--- config.mk ---
export PLATFORM = sky130hd
export DESIGN_NAME = csfm_top
export DESIGN_NICKNAME = d
export VERILOG_FILES = /design/src/core/csfm_pkg.sv /design/src/core/csfm_top.sv
export SDC_FILE = /design/constraint.sdc
export NUM_CORES = 1
export LEC_CHECK = 0
export BUFFER_PORTS_ARGS = -buffer_cell sky130_fd_sc_hd__buf_2
export CORE_MARGIN = 5
export CORE_UTILIZATION = 36
export CTS_BUF_LIST = sky130_fd_sc_hd__clkbuf_2 sky130_fd_sc_hd__clkbuf_4 sky130_fd_sc_hd__clkbuf_8
export DETAILED_ROUTE_END_ITERATION = 8
export GPL_TIMING_DRIVEN = 0
export HOLD_SLACK_MARGIN = 0.08
export PLACE_DENSITY_LB_ADDON = 0.12
export SKIP_CTS_REPAIR_TIMING = 1
export SLEW_MARGIN = 5
export SYNTH_ARGS = -nofsm -noshare
export SYNTH_HDL_FRONTEND = slang
export SYNTH_SLANG_ARGS = --single-unit
export TNS_END_PERCENT = 20
--- constraint.sdc ---
create_clock -name i_clk -period 7.8 [get_ports i_clk]
set_input_delay 1.17 -clock i_clk [delete_from_list [all_inputs] [get_ports i_clk]]
set_output_delay 1.17 -clock i_clk [all_outputs]
set_load 0.005 [all_outputs]
--- src/core/csfm_pkg.sv ---
// Constants, register map and types of the clock switch and fail-safe monitor
package csfm_pkg;
	// ==========================================================
	// Register map (byte addresses, one 32-bit word each)
	localparam int CSFM_ADDR_W = 5;
	localparam logic [4:0] CSFM_OFF_REQUEST = 5'h00;
	localparam logic [4:0] CSFM_OFF_CURRENT = 5'h04;
	localparam logic [4:0] CSFM_OFF_SWCTRL = 5'h08;
	localparam logic [4:0] CSFM_OFF_FREQSEL = 5'h0C;
	localparam logic [4:0] CSFM_OFF_STATUS = 5'h10;

	// ==========================================================
	// Field layout
	localparam int CSFM_SRC_W = 3;
	localparam int CSFM_DIV_W = 4;
	localparam int CSFM_FRQ_W = 4;
	localparam int CSFM_SRC_LSB = 0;
	localparam int CSFM_DIV_LSB = 4;
	localparam int CSFM_FRQ_LSB = 0;
	localparam int CSFM_BIT_NSR = 3;
	localparam int CSFM_BIT_OSC_READY_STATUS = 4;
	localparam int CSFM_BIT_HOLD = 7;
	localparam int CSFM_BIT_SWIF = 0;
	localparam int CSFM_BIT_SWIE = 1;
	localparam int CSFM_BIT_HFR = 2;
	localparam int CSFM_BIT_MFR = 3;
	localparam int CSFM_BIT_FAIL = 4;
	localparam int CSFM_BIT_FSEN = 5;
	localparam int CSFM_BIT_REDUCED_CPU_RATE_EN = 6;

	// ==========================================================
	// Clock sources, also the index of each source's ready input
	localparam int CSFM_NUM_SRC = 6;
	typedef enum logic [2:0] {
		CSFM_SRC_EXT = 3'h0,
		CSFM_SRC_HF = 3'h1,
		CSFM_SRC_LF = 3'h2,
		CSFM_SRC_SEC = 3'h3,
		CSFM_SRC_EXT_PLL = 3'h4,
		CSFM_SRC_HF_PLL = 3'h5
	} csfm_src_t;

	// Switch sequencer, Gray coded along idle, wait, hold
	typedef enum logic [1:0] {
		CSFM_ST_IDLE = 2'b00,
		CSFM_ST_WAIT = 2'b01,
		CSFM_ST_HOLD = 2'b11
	} csfm_state_t;

	// ==========================================================
	// Reset values and divider figures
	localparam logic [2:0] CSFM_RST_SRC = 3'h1;
	localparam logic [3:0] CSFM_RST_DIV = 4'h0;
	localparam logic [3:0] CSFM_RST_FRQ = 4'h0;
	localparam int CSFM_MF_HI_KHZ = 500;
	localparam int CSFM_MF_LO_KHZ = 32;
	localparam int CSFM_SAMPLE_DIV = 64;
	localparam int CSFM_CNT_W = 16;
endpackage

--- src/core/csfm_top.sv ---
// Clock source switch sequencer, internal clock dividers and fail-safe monitor
// Notes on behaviour
// - Writing frequency select clears high and medium ready flags until oscillator is ready.
// - Medium clocks freeze at their level while a frequency change is pending.
// - Internal clocks run, except the medium clocks while a frequency change is pending; ready flags only mean the frequency is accurate.
// - High oscillator yields 500 kHz and 32 kHz clocks; low oscillator gives 31 kHz.
// - Six system clock choices, including two PLL paths.
// - After a request the present clock runs until the requested source is ready.
// - Source already running or divider-only change counts as ready at once.
// - Waiting for a new source continues regardless of sleep.
// - Ready sets new-source-ready and switch flag; interrupt only if enable is one.
// - Oscillator ready status bit can be polled instead of the interrupt.
// - Hold clear: clock changes when new-source-ready sets.
// - Hold set: keep old clock even after the new source is ready.
// - Under reduced CPU rate the switch still happens on the next clock.
// - Divider-only change runs the same request, ready, switch sequence.
// - Switch flag is cleared only by software, never by hardware.
// - Ready status reads zero while request and current differ; mismatch starts a switch.
// - Fail-safe monitor, when enabled, watches every external source, secondary included.
// - Sample clock is the low oscillator divided by 64.
// - Latch set on external falling edge, cleared on sample rising edge.
// - Failure when a whole sample half period passes without external falling edge.
//
// Chosen here: the register offsets and the Avalon-MM interface to the registers.
`timescale 1ns/100ps
module csfm_top
	import csfm_pkg::*;
#(
	parameter int HF_NOMINAL_KHZ = 32000,
	parameter int HF_RESTART_EDGES = 4
) (
	// Clock and reset
	input wire logic i_clk,
	input wire logic i_reset_n,
	// Avalon-MM slave
	input wire logic [CSFM_ADDR_W-1:0] i_avs_address,
	input wire logic i_avs_read,
	input wire logic i_avs_write,
	input wire logic [31:0] i_avs_writedata,
	input wire logic [3:0] i_avs_byteenable,
	output logic [31:0] o_avs_readdata,
	output logic o_avs_waitrequest,
	// Oscillator pins and readiness
	input wire logic i_external_osc,
	input wire logic i_hf_internal_osc,
	input wire logic i_lf_internal_osc,
	input wire logic i_secondary_osc,
	input wire logic i_hf_osc_stable,
	input wire logic [CSFM_NUM_SRC-1:0] i_src_ready,
	// Clock selection and derived clocks
	output logic [CSFM_SRC_W-1:0] o_sys_clk_sel,
	output logic [CSFM_DIV_W-1:0] o_sys_div,
	output logic [CSFM_FRQ_W-1:0] o_internal_freq_select,
	output logic o_mf_clk_500k,
	output logic o_mf_clk_32k,
	output logic o_lf_clk_31k,
	// Events
	output logic o_switch_irq,
	output logic o_clock_failed
);
	// ==========================================================
	// Derived counts
	localparam logic [CSFM_CNT_W-1:0] MF_HI_HALF = CSFM_CNT_W'(HF_NOMINAL_KHZ / (2 * CSFM_MF_HI_KHZ) - 1);
	localparam logic [CSFM_CNT_W-1:0] MF_LO_HALF = CSFM_CNT_W'(HF_NOMINAL_KHZ / (2 * CSFM_MF_LO_KHZ) - 1);
	localparam logic [CSFM_CNT_W-1:0] SAMPLE_HALF = CSFM_CNT_W'(CSFM_SAMPLE_DIV / 2 - 1);
	localparam logic [CSFM_CNT_W-1:0] RESTART_CNT = CSFM_CNT_W'(HF_RESTART_EDGES);
	localparam int NSYNC = 5 + CSFM_NUM_SRC;

	// ==========================================================
	// Reset release
	logic rst_meta_ff;
	logic rst_n;
	always_ff @(posedge i_clk or negedge i_reset_n) begin
		if (!i_reset_n) begin
			rst_meta_ff <= 1'b0;
			rst_n <= 1'b0;
		end else begin
			rst_meta_ff <= 1'b1;
			rst_n <= rst_meta_ff;
		end
	end

	// ==========================================================
	// Pin synchronisers: three stages, change accepted when stages two and three agree
	logic [NSYNC-1:0] pin_in;
	logic [NSYNC-1:0] s1_ff;
	logic [NSYNC-1:0] s2_ff;
	logic [NSYNC-1:0] s3_ff;
	logic [NSYNC-1:0] filt_ff;
	logic [NSYNC-1:0] prev_ff;
	assign pin_in = {i_src_ready, i_hf_osc_stable, i_secondary_osc, i_lf_internal_osc, i_hf_internal_osc,
		i_external_osc};
	genvar g;
	generate
		for (g = 0; g < NSYNC; g++) begin : g_sync
			always_ff @(posedge i_clk or negedge rst_n) begin
				if (!rst_n) begin
					s1_ff[g] <= 1'b0;
					s2_ff[g] <= 1'b0;
					s3_ff[g] <= 1'b0;
					filt_ff[g] <= 1'b0;
					prev_ff[g] <= 1'b0;
				end else begin
					s1_ff[g] <= pin_in[g];
					s2_ff[g] <= s1_ff[g];
					s3_ff[g] <= s2_ff[g];
					filt_ff[g] <= (s2_ff[g] == s3_ff[g]) ? s3_ff[g] : filt_ff[g];
					prev_ff[g] <= filt_ff[g];
				end
			end
		end
	endgenerate

	// Named views of the filtered pins
	logic ext_fall;
	logic sec_fall;
	logic hf_rise;
	logic lf_rise;
	logic hf_stable;
	logic [CSFM_NUM_SRC-1:0] src_ready;
	assign ext_fall = prev_ff[0] & ~filt_ff[0];
	assign hf_rise = filt_ff[1] & ~prev_ff[1];
	assign lf_rise = filt_ff[2] & ~prev_ff[2];
	assign sec_fall = prev_ff[3] & ~filt_ff[3];
	assign hf_stable = filt_ff[4];
	assign src_ready = filt_ff[NSYNC-1:5];

	// ==========================================================
	// Avalon slave handshake: waitrequest drops for one cycle per request
	logic waitreq_ff;
	logic wr_en;
	logic rd_take;
	assign wr_en = i_avs_write & ~waitreq_ff & i_avs_byteenable[0];
	assign rd_take = i_avs_read & waitreq_ff;
	always_ff @(posedge i_clk or negedge rst_n) begin
		if (!rst_n) begin
			waitreq_ff <= 1'b1;
		end else begin
			waitreq_ff <= ~((i_avs_read | i_avs_write) & waitreq_ff);
		end
	end
	assign o_avs_waitrequest = waitreq_ff;

	// Write strobes per register
	logic wr_req;
	logic wr_ctrl;
	logic wr_frq;
	logic wr_stat;
	assign wr_req = wr_en && (i_avs_address == CSFM_OFF_REQUEST);
	assign wr_ctrl = wr_en && (i_avs_address == CSFM_OFF_SWCTRL);
	assign wr_frq = wr_en && (i_avs_address == CSFM_OFF_FREQSEL);
	assign wr_stat = wr_en && (i_avs_address == CSFM_OFF_STATUS);

	// ==========================================================
	// Software registers
	logic [CSFM_SRC_W-1:0] req_src_ff;
	logic [CSFM_DIV_W-1:0] req_div_ff;
	logic hold_ff;
	logic irq_en_ff;
	logic fs_en_ff;
	logic reduced_cpu_rate_ff;
	logic fail_evt;
	logic [CSFM_SRC_W-1:0] wr_src;
	assign wr_src = i_avs_writedata[CSFM_SRC_LSB +: CSFM_SRC_W];

	// Request register; codes beyond the six sources are ignored
	always_ff @(posedge i_clk or negedge rst_n) begin
		if (!rst_n) begin
			req_src_ff <= CSFM_RST_SRC;
			req_div_ff <= CSFM_RST_DIV;
		end else if (fail_evt) begin
			req_src_ff <= CSFM_SRC_HF;
		end else if (wr_req && (wr_src < CSFM_SRC_W'(CSFM_NUM_SRC))) begin
			req_src_ff <= wr_src;
			req_div_ff <= i_avs_writedata[CSFM_DIV_LSB +: CSFM_DIV_W];
		end
	end

	// Control bits
	always_ff @(posedge i_clk or negedge rst_n) begin
		if (!rst_n) begin
			hold_ff <= 1'b0;
			irq_en_ff <= 1'b0;
			fs_en_ff <= 1'b0;
			reduced_cpu_rate_ff <= 1'b0;
		end else begin
			if (wr_ctrl) begin
				hold_ff <= i_avs_writedata[CSFM_BIT_HOLD];
			end
			if (wr_stat) begin
				irq_en_ff <= i_avs_writedata[CSFM_BIT_SWIE];
				fs_en_ff <= i_avs_writedata[CSFM_BIT_FSEN];
				reduced_cpu_rate_ff <= i_avs_writedata[CSFM_BIT_REDUCED_CPU_RATE_EN];
			end
		end
	end

	// ==========================================================
	// Internal frequency select and restart tracking
	logic [CSFM_FRQ_W-1:0] frq_ff;
	logic frq_pend_ff;
	logic [CSFM_CNT_W-1:0] restart_cnt_ff;
	logic hf_rdy_ff;
	logic mf_rdy_ff;
	always_ff @(posedge i_clk or negedge rst_n) begin
		if (!rst_n) begin
			frq_ff <= CSFM_RST_FRQ;
			frq_pend_ff <= 1'b0;
			restart_cnt_ff <= '0;
		end else if (wr_frq) begin
			frq_ff <= i_avs_writedata[CSFM_FRQ_LSB +: CSFM_FRQ_W];
			frq_pend_ff <= 1'b1;
			restart_cnt_ff <= '0;
		end else if (frq_pend_ff) begin
			if (hf_stable && (restart_cnt_ff >= RESTART_CNT)) begin
				frq_pend_ff <= 1'b0;
			end else if (hf_rise && (restart_cnt_ff < RESTART_CNT)) begin
				restart_cnt_ff <= restart_cnt_ff + 1'b1;
			end
		end
	end
	assign o_internal_freq_select = frq_ff;

	// Ready flags mean accuracy only; they never gate the clocks
	always_ff @(posedge i_clk or negedge rst_n) begin
		if (!rst_n) begin
			hf_rdy_ff <= 1'b0;
			mf_rdy_ff <= 1'b0;
		end else begin
			hf_rdy_ff <= hf_stable & ~frq_pend_ff & ~wr_frq;
			mf_rdy_ff <= hf_stable & ~frq_pend_ff & ~wr_frq;
		end
	end

	// ==========================================================
	// Medium and low frequency clocks
	logic [CSFM_CNT_W-1:0] mf_hi_cnt_ff;
	logic [CSFM_CNT_W-1:0] mf_lo_cnt_ff;
	logic mf_hi_ff;
	logic mf_lo_ff;
	logic lf_out_ff;
	// Counting stops during a pending change, so each output holds its level
	always_ff @(posedge i_clk or negedge rst_n) begin
		if (!rst_n) begin
			mf_hi_cnt_ff <= '0;
			mf_lo_cnt_ff <= '0;
			mf_hi_ff <= 1'b0;
			mf_lo_ff <= 1'b0;
		end else if (hf_rise && !frq_pend_ff) begin
			if (mf_hi_cnt_ff >= MF_HI_HALF) begin
				mf_hi_cnt_ff <= '0;
				mf_hi_ff <= ~mf_hi_ff;
			end else begin
				mf_hi_cnt_ff <= mf_hi_cnt_ff + 1'b1;
			end
			if (mf_lo_cnt_ff >= MF_LO_HALF) begin
				mf_lo_cnt_ff <= '0;
				mf_lo_ff <= ~mf_lo_ff;
			end else begin
				mf_lo_cnt_ff <= mf_lo_cnt_ff + 1'b1;
			end
		end
	end

	// Low oscillator passed straight on as the 31 kHz clock
	always_ff @(posedge i_clk or negedge rst_n) begin
		if (!rst_n) begin
			lf_out_ff <= 1'b0;
		end else begin
			lf_out_ff <= filt_ff[2];
		end
	end
	assign o_mf_clk_500k = mf_hi_ff;
	assign o_mf_clk_32k = mf_lo_ff;
	assign o_lf_clk_31k = lf_out_ff;

	// ==========================================================
	// Fail-safe sample clock and edge latch
	logic [CSFM_CNT_W-1:0] smp_cnt_ff;
	logic smp_ff;
	logic smp_rise;
	logic smp_fall;
	logic edge_latch_ff;
	logic fail_ff;
	logic mon_fall;
	logic cur_external;
	logic [CSFM_SRC_W-1:0] cur_src_ff;
	assign smp_rise = lf_rise && (smp_cnt_ff >= SAMPLE_HALF) && !smp_ff;
	assign smp_fall = lf_rise && (smp_cnt_ff >= SAMPLE_HALF) && smp_ff;
	always_ff @(posedge i_clk or negedge rst_n) begin
		if (!rst_n) begin
			smp_cnt_ff <= '0;
			smp_ff <= 1'b0;
		end else if (lf_rise) begin
			if (smp_cnt_ff >= SAMPLE_HALF) begin
				smp_cnt_ff <= '0;
				smp_ff <= ~smp_ff;
			end else begin
				smp_cnt_ff <= smp_cnt_ff + 1'b1;
			end
		end
	end

	// Secondary source is watched on its own pin, external and external PLL on the external pin
	assign cur_external = (cur_src_ff == CSFM_SRC_EXT) || (cur_src_ff == CSFM_SRC_EXT_PLL)
		|| (cur_src_ff == CSFM_SRC_SEC);
	assign mon_fall = (cur_src_ff == CSFM_SRC_SEC) ? sec_fall : ext_fall;

	// Set wins so an edge coinciding with the sample edge is kept
	always_ff @(posedge i_clk or negedge rst_n) begin
		if (!rst_n) begin
			edge_latch_ff <= 1'b0;
		end else if (mon_fall) begin
			edge_latch_ff <= 1'b1;
		end else if (smp_rise) begin
			edge_latch_ff <= 1'b0;
		end
	end
	assign fail_evt = fs_en_ff && cur_external && smp_fall && !edge_latch_ff && !mon_fall;

	// Failure flag, write one to clear, new failure wins
	always_ff @(posedge i_clk or negedge rst_n) begin
		if (!rst_n) begin
			fail_ff <= 1'b0;
		end else if (fail_evt) begin
			fail_ff <= 1'b1;
		end else if (wr_stat && i_avs_writedata[CSFM_BIT_FAIL]) begin
			fail_ff <= 1'b0;
		end
	end
	assign o_clock_failed = fail_ff;

	// ==========================================================
	// Switch sequencer
	csfm_state_t state_ff;
	logic [CSFM_DIV_W-1:0] cur_div_ff;
	logic [CSFM_SRC_W-1:0] tgt_src_ff;
	logic [CSFM_DIV_W-1:0] tgt_div_ff;
	logic nsr_ff;
	logic req_match;
	logic tgt_changed;
	logic tgt_ready;
	logic ready_evt;
	assign req_match = (req_src_ff == cur_src_ff) && (req_div_ff == cur_div_ff);
	assign tgt_changed = (req_src_ff != tgt_src_ff) || (req_div_ff != tgt_div_ff);
	assign tgt_ready = (tgt_src_ff == cur_src_ff) || src_ready[tgt_src_ff];
	assign ready_evt = (state_ff == CSFM_ST_WAIT) && !req_match && !tgt_changed && tgt_ready && !fail_evt;

	// No sleep or reduced-rate gating: the wait and the switch run on every edge
	always_ff @(posedge i_clk or negedge rst_n) begin
		if (!rst_n) begin
			state_ff <= CSFM_ST_IDLE;
			cur_src_ff <= CSFM_RST_SRC;
			cur_div_ff <= CSFM_RST_DIV;
			tgt_src_ff <= CSFM_RST_SRC;
			tgt_div_ff <= CSFM_RST_DIV;
			nsr_ff <= 1'b0;
		end else if (fail_evt) begin
			cur_src_ff <= CSFM_SRC_HF;
			tgt_src_ff <= CSFM_SRC_HF;
			state_ff <= CSFM_ST_IDLE;
			nsr_ff <= 1'b0;
		end else begin
			case (state_ff)
				CSFM_ST_IDLE: begin
					if (!req_match) begin
						tgt_src_ff <= req_src_ff;
						tgt_div_ff <= req_div_ff;
						nsr_ff <= 1'b0;
						state_ff <= CSFM_ST_WAIT;
					end
				end
				CSFM_ST_WAIT: begin
					if (req_match) begin
						state_ff <= CSFM_ST_IDLE;
					end else if (tgt_changed) begin
						tgt_src_ff <= req_src_ff;
						tgt_div_ff <= req_div_ff;
					end else if (tgt_ready) begin
						nsr_ff <= 1'b1;
						if (hold_ff) begin
							state_ff <= CSFM_ST_HOLD;
						end else begin
							cur_src_ff <= tgt_src_ff;
							cur_div_ff <= tgt_div_ff;
							state_ff <= CSFM_ST_IDLE;
						end
					end
				end
				CSFM_ST_HOLD: begin
					if (req_match) begin
						nsr_ff <= 1'b0;
						state_ff <= CSFM_ST_IDLE;
					end else if (tgt_changed) begin
						tgt_src_ff <= req_src_ff;
						tgt_div_ff <= req_div_ff;
						nsr_ff <= 1'b0;
						state_ff <= CSFM_ST_WAIT;
					end else if (!hold_ff) begin
						cur_src_ff <= tgt_src_ff;
						cur_div_ff <= tgt_div_ff;
						state_ff <= CSFM_ST_IDLE;
					end
				end
				default: begin
					state_ff <= CSFM_ST_IDLE;
				end
			endcase
		end
	end
	assign o_sys_clk_sel = cur_src_ff;
	assign o_sys_div = cur_div_ff;

	// ==========================================================
	// Switch flag and interrupt; hardware only sets, software clears
	logic swif_ff;
	logic irq_ff;
	logic osc_ready_status_ff;
	always_ff @(posedge i_clk or negedge rst_n) begin
		if (!rst_n) begin
			swif_ff <= 1'b0;
		end else if (ready_evt) begin
			swif_ff <= 1'b1;
		end else if (wr_stat && i_avs_writedata[CSFM_BIT_SWIF]) begin
			swif_ff <= 1'b0;
		end
	end

	// Interrupt level and polled ready status
	always_ff @(posedge i_clk or negedge rst_n) begin
		if (!rst_n) begin
			irq_ff <= 1'b0;
			osc_ready_status_ff <= 1'b0;
		end else begin
			irq_ff <= (swif_ff | ready_evt) & irq_en_ff;
			osc_ready_status_ff <= req_match && (state_ff == CSFM_ST_IDLE);
		end
	end
	assign o_switch_irq = irq_ff;

	// ==========================================================
	// Read data, captured when the request is first seen
	logic [31:0] rd_mux;
	logic [31:0] rd_ff;
	always_comb begin
		rd_mux = '0;
		if (i_avs_address == CSFM_OFF_REQUEST) begin
			rd_mux[CSFM_SRC_LSB +: CSFM_SRC_W] = req_src_ff;
			rd_mux[CSFM_DIV_LSB +: CSFM_DIV_W] = req_div_ff;
		end else if (i_avs_address == CSFM_OFF_CURRENT) begin
			rd_mux[CSFM_SRC_LSB +: CSFM_SRC_W] = cur_src_ff;
			rd_mux[CSFM_DIV_LSB +: CSFM_DIV_W] = cur_div_ff;
		end else if (i_avs_address == CSFM_OFF_SWCTRL) begin
			rd_mux[CSFM_BIT_NSR] = nsr_ff;
			rd_mux[CSFM_BIT_OSC_READY_STATUS] = osc_ready_status_ff;
			rd_mux[CSFM_BIT_HOLD] = hold_ff;
		end else if (i_avs_address == CSFM_OFF_FREQSEL) begin
			rd_mux[CSFM_FRQ_LSB +: CSFM_FRQ_W] = frq_ff;
		end else if (i_avs_address == CSFM_OFF_STATUS) begin
			rd_mux[CSFM_BIT_SWIF] = swif_ff;
			rd_mux[CSFM_BIT_SWIE] = irq_en_ff;
			rd_mux[CSFM_BIT_HFR] = hf_rdy_ff;
			rd_mux[CSFM_BIT_MFR] = mf_rdy_ff;
			rd_mux[CSFM_BIT_FAIL] = fail_ff;
			rd_mux[CSFM_BIT_FSEN] = fs_en_ff;
			rd_mux[CSFM_BIT_REDUCED_CPU_RATE_EN] = reduced_cpu_rate_ff;
		end
	end

	// Held until the next read so the data stand at the sampling edge
	always_ff @(posedge i_clk or negedge rst_n) begin
		if (!rst_n) begin
			rd_ff <= '0;
		end else if (rd_take) begin
			rd_ff <= rd_mux;
		end
	end
	assign o_avs_readdata = rd_ff;
endmodule

==> out/results.txt <==
Setup-failing EPs final - 0
Area of the mapped netlist - 0.00713 mm^2
Via count - 4916
Pre-antenna DRT Iters - 4
Slew Viols, Final - 0
Cell Pwr Density - 270 mW/mm^2
Least-Margin Pin Slew - 0.911 ns
Max Clock Freq - 329 MHz
Most frequent cells in the layout - dfrtp_1 (160), nand2_1 (65), nor2_1 (63)
DIE HEIGHT - 151 um
Synth Instances - 640
Synthesized flop and latch total - 165
CP arrival - 3.42 ns
Core box area - 0.0195 mm^2
Layout Skew - 0.0179 ns
Crit path buf inv count - 2
Outcome - complete, no violations
Starting Density - 0.366
Placed cells - 982
Post-Synth Simple-Gate Area - 0.162
Asr flop ratio synth - 1.00
Maximum capacitance violations - 0
Post-route cell area - 0.00827 mm^2
Fin. Hold Viols - 0
H-tree depth - 4
Initial antenna violation count - 0
Commonest non-fill, non-tap cell in the layout - dfrtp_1
Type of the worst setup path - in -> reg
Vias in the first global route - 4969
TritonCTS clock tree - built
DP Wirelength - 10.8 mm
Tmin final - 3.04 ns
Routed wire per std cell - 14.9 um
Netlist cell types - 68
Cell taking the most area after synthesis - dfrtp_1
Syn avg cell area - 11.1 um^2
Worst vdd ir - 121 uV
Placed Area - 0.00787 mm^2
Total global-route track usage - 0.140
WL final - 15.2 mm
# fillers - 1897
DRC violations left - 0
Antenna viol nets, final - 0
Adder-Cell Fraction of Synth Area - 0.0312
Clk sinks - 165
DIE WIDTH - 151 um
RSZ-0062 raised after global routing - no
Post-synthesis sequential area ratio - 0.580
Share of layout cells above drive strength 1 - 0.192
Root buffer cell - clkbuf_8
Multiplexer share of the synthesized area - 0.0486
CP Max Fanout - 10
Fin crit share - 0.389
Pin count of the biggest net entering global routing - 57
DR iter-0 viols - 262
Post-synthesis xor/xnor area fraction - 0.0270
Area of the multi-input gates - 0.00277 mm^2
Clock Latency Late Sink - 0.46 ns
CTS buffer count - 17
I/O Buffers - 52
CP peak stage delay - 0.70 ns
Synth top area cells - dfrtp_1 (57%), nand2_1 (3.4%), nor2_1 (3.3%), buf_4 (2.5%), o21ai_0 (2.0%)
Compound-Gate Fraction of Synth Area - 0.107
Setup tns final - 0 ns
Startpoint Class - input pin
Main synth FF type - dfrtp_1
Hold WC Path Type - reg -> reg
Placer Congestion - 0.963
DR vias/cell - 4.85
Ys Warns - 0
Worst path cell trace - buf_2, or3_1, buf_2, nor4_2, o2111ai_1, nor4_1, o21a_1
CP endpoint kind - flop
Area grow syn2layout - 16.0%
Number of synthesized flops with an enable pin - 0
First-pass GRT wire length - 25.3 mm
CTS clk-pin slew, worst paths - 0.08 ns
Hold_ws - 0.354 ns
Yosys top cell area share - 0.565
Delay-heaviest family, CP - simple AND/OR/NAND/NOR gates
Static leakage - 3.91 nW
Most frequent CP cell - buf_2
Largest family of logic cells by synthesized area - simple AND/OR/NAND/NOR gates
Max Root-Sink Buffers - 2
FF/Latch Area - 0.00414 mm^2
Post-layout net count - 801
Final cell count without fillers - 1014
Slowest cell on the critical path - nor4_2
Data required, critical path - 8.19 ns
Gr ovfl total - 0
Die area - 0.0227 mm^2
I/O pins - 105
Worst slew margin - 0.387
Rows - 51
Ant diodes - 0
## synthesized netlist by cell type, types with 5 or more instances
master,instances
nand3_1,15
nand2b_1,6
nand4_1,10
a21oi_1,21
nand2_1,65
xor2_1,14
mux2_1,7
clkbuf_1,12
inv_1,12
ha_1,9
a41oi_1,5
mux2i_1,14
buf_4,24
xnor2_1,8
maj3_1,11
o21ai_0,29
nor3_1,14
nor2_1,63
nor4_1,10
o31ai_1,10
buf_2,5
o21a_1,7
and3_1,7
dfrtp_1,161
a31oi_1,17
nor2b_1,14
## through the flow
stage                util  worst slack, ns  power [mW]
finish              0.425             4.77        2.23
detailed placement  0.404             4.26        1.62
global placement    0.401            0.979        1.59
CTS                 0.425             4.76        2.26
floorplan               -             2.87        1.47
global route        0.425             4.57        2.37
## metal layers
metal  GRT usage  share of wire  up-vias
li1            -              -     2396
met1       0.196           0.48     2390
met2       0.213           0.46      113
met3      0.0400          0.049       17
met4      0.0417          0.011        0
met5           0              0        -
## path summary, 6_finish.rpt
kind / start / end / slack [ns] / cells past startpoint
max in group asynchronous: rst_n / restart_cnt_ff[8] / 6.36 / 2
worst min-delay path: s1_ff[9] / s2_ff[9] / 0.35 / 0
worst max-delay path: i_avs_address[4] / restart_cnt_ff[14] / 4.77 / 7
min in group asynchronous: rst_n / s3_ff[9] / 0.40 / 0
worst max register to register: tgt_src_ff[0] / o_sys_div[2] / 5.22 / 8
worst min register to register: s1_ff[9] / s2_ff[9] / 0.35 / 0
## power by group
group | total, mW | switching [mW] | internal [mW] | leakage (nW)
sequential | 1.06 | 0.108 | 0.952 | 2.10
combinational | 0.538 | 0.291 | 0.247 | 1.61
clock | 0.631 | 0.334 | 0.297 | 0.198
total | 2.23 | 0.733 | 1.50 | 3.91
## cell families (layout without fill, tap and decap cells)
family / after synthesis / count (layout)
AOI/OAI and AO/OA: 112 / 112
xor gates and xnor gates: 22 / 22
adders and majority gates: 20 / 20
buffers and inverters: 56 / 142
DFF: 165 / 165
muxes: 30 / 30
other: 2 / 25
and+or+nand+nor: 233 / 233
## state kept, by name, summed over array words and instances (netlist names), 2 cells and up
signal / count
mf_hi_cnt_ff: 16
state_ff: 2
req_div_ff: 4
req_src_ff: 3
o_internal_freq_select: 4
s3_ff: 11
tgt_src_ff: 3
s1_ff: 11
o_avs_readdata: 8
mf_lo_cnt_ff: 16
tgt_div_ff: 4
prev_ff: 3
o_sys_div: 4
smp_cnt_ff: 16
filt_ff: 10
s2_ff: 11
o_sys_clk_sel: 3
restart_cnt_ff: 16
## cell type report
type | count | share of cell area
multi-input combinational | 442 | 0.335
clock inverter | 14 | 0.0197
clock buffer | 18 | 0.0292
inverter | 13 | 0.00590
buffer | 43 | 0.0321
timing repair buffer | 54 | 0.0381
tap | 265 | 0.0401
sequential | 165 | 0.500
No activity file was read; power rests on OpenSTA's default activity.
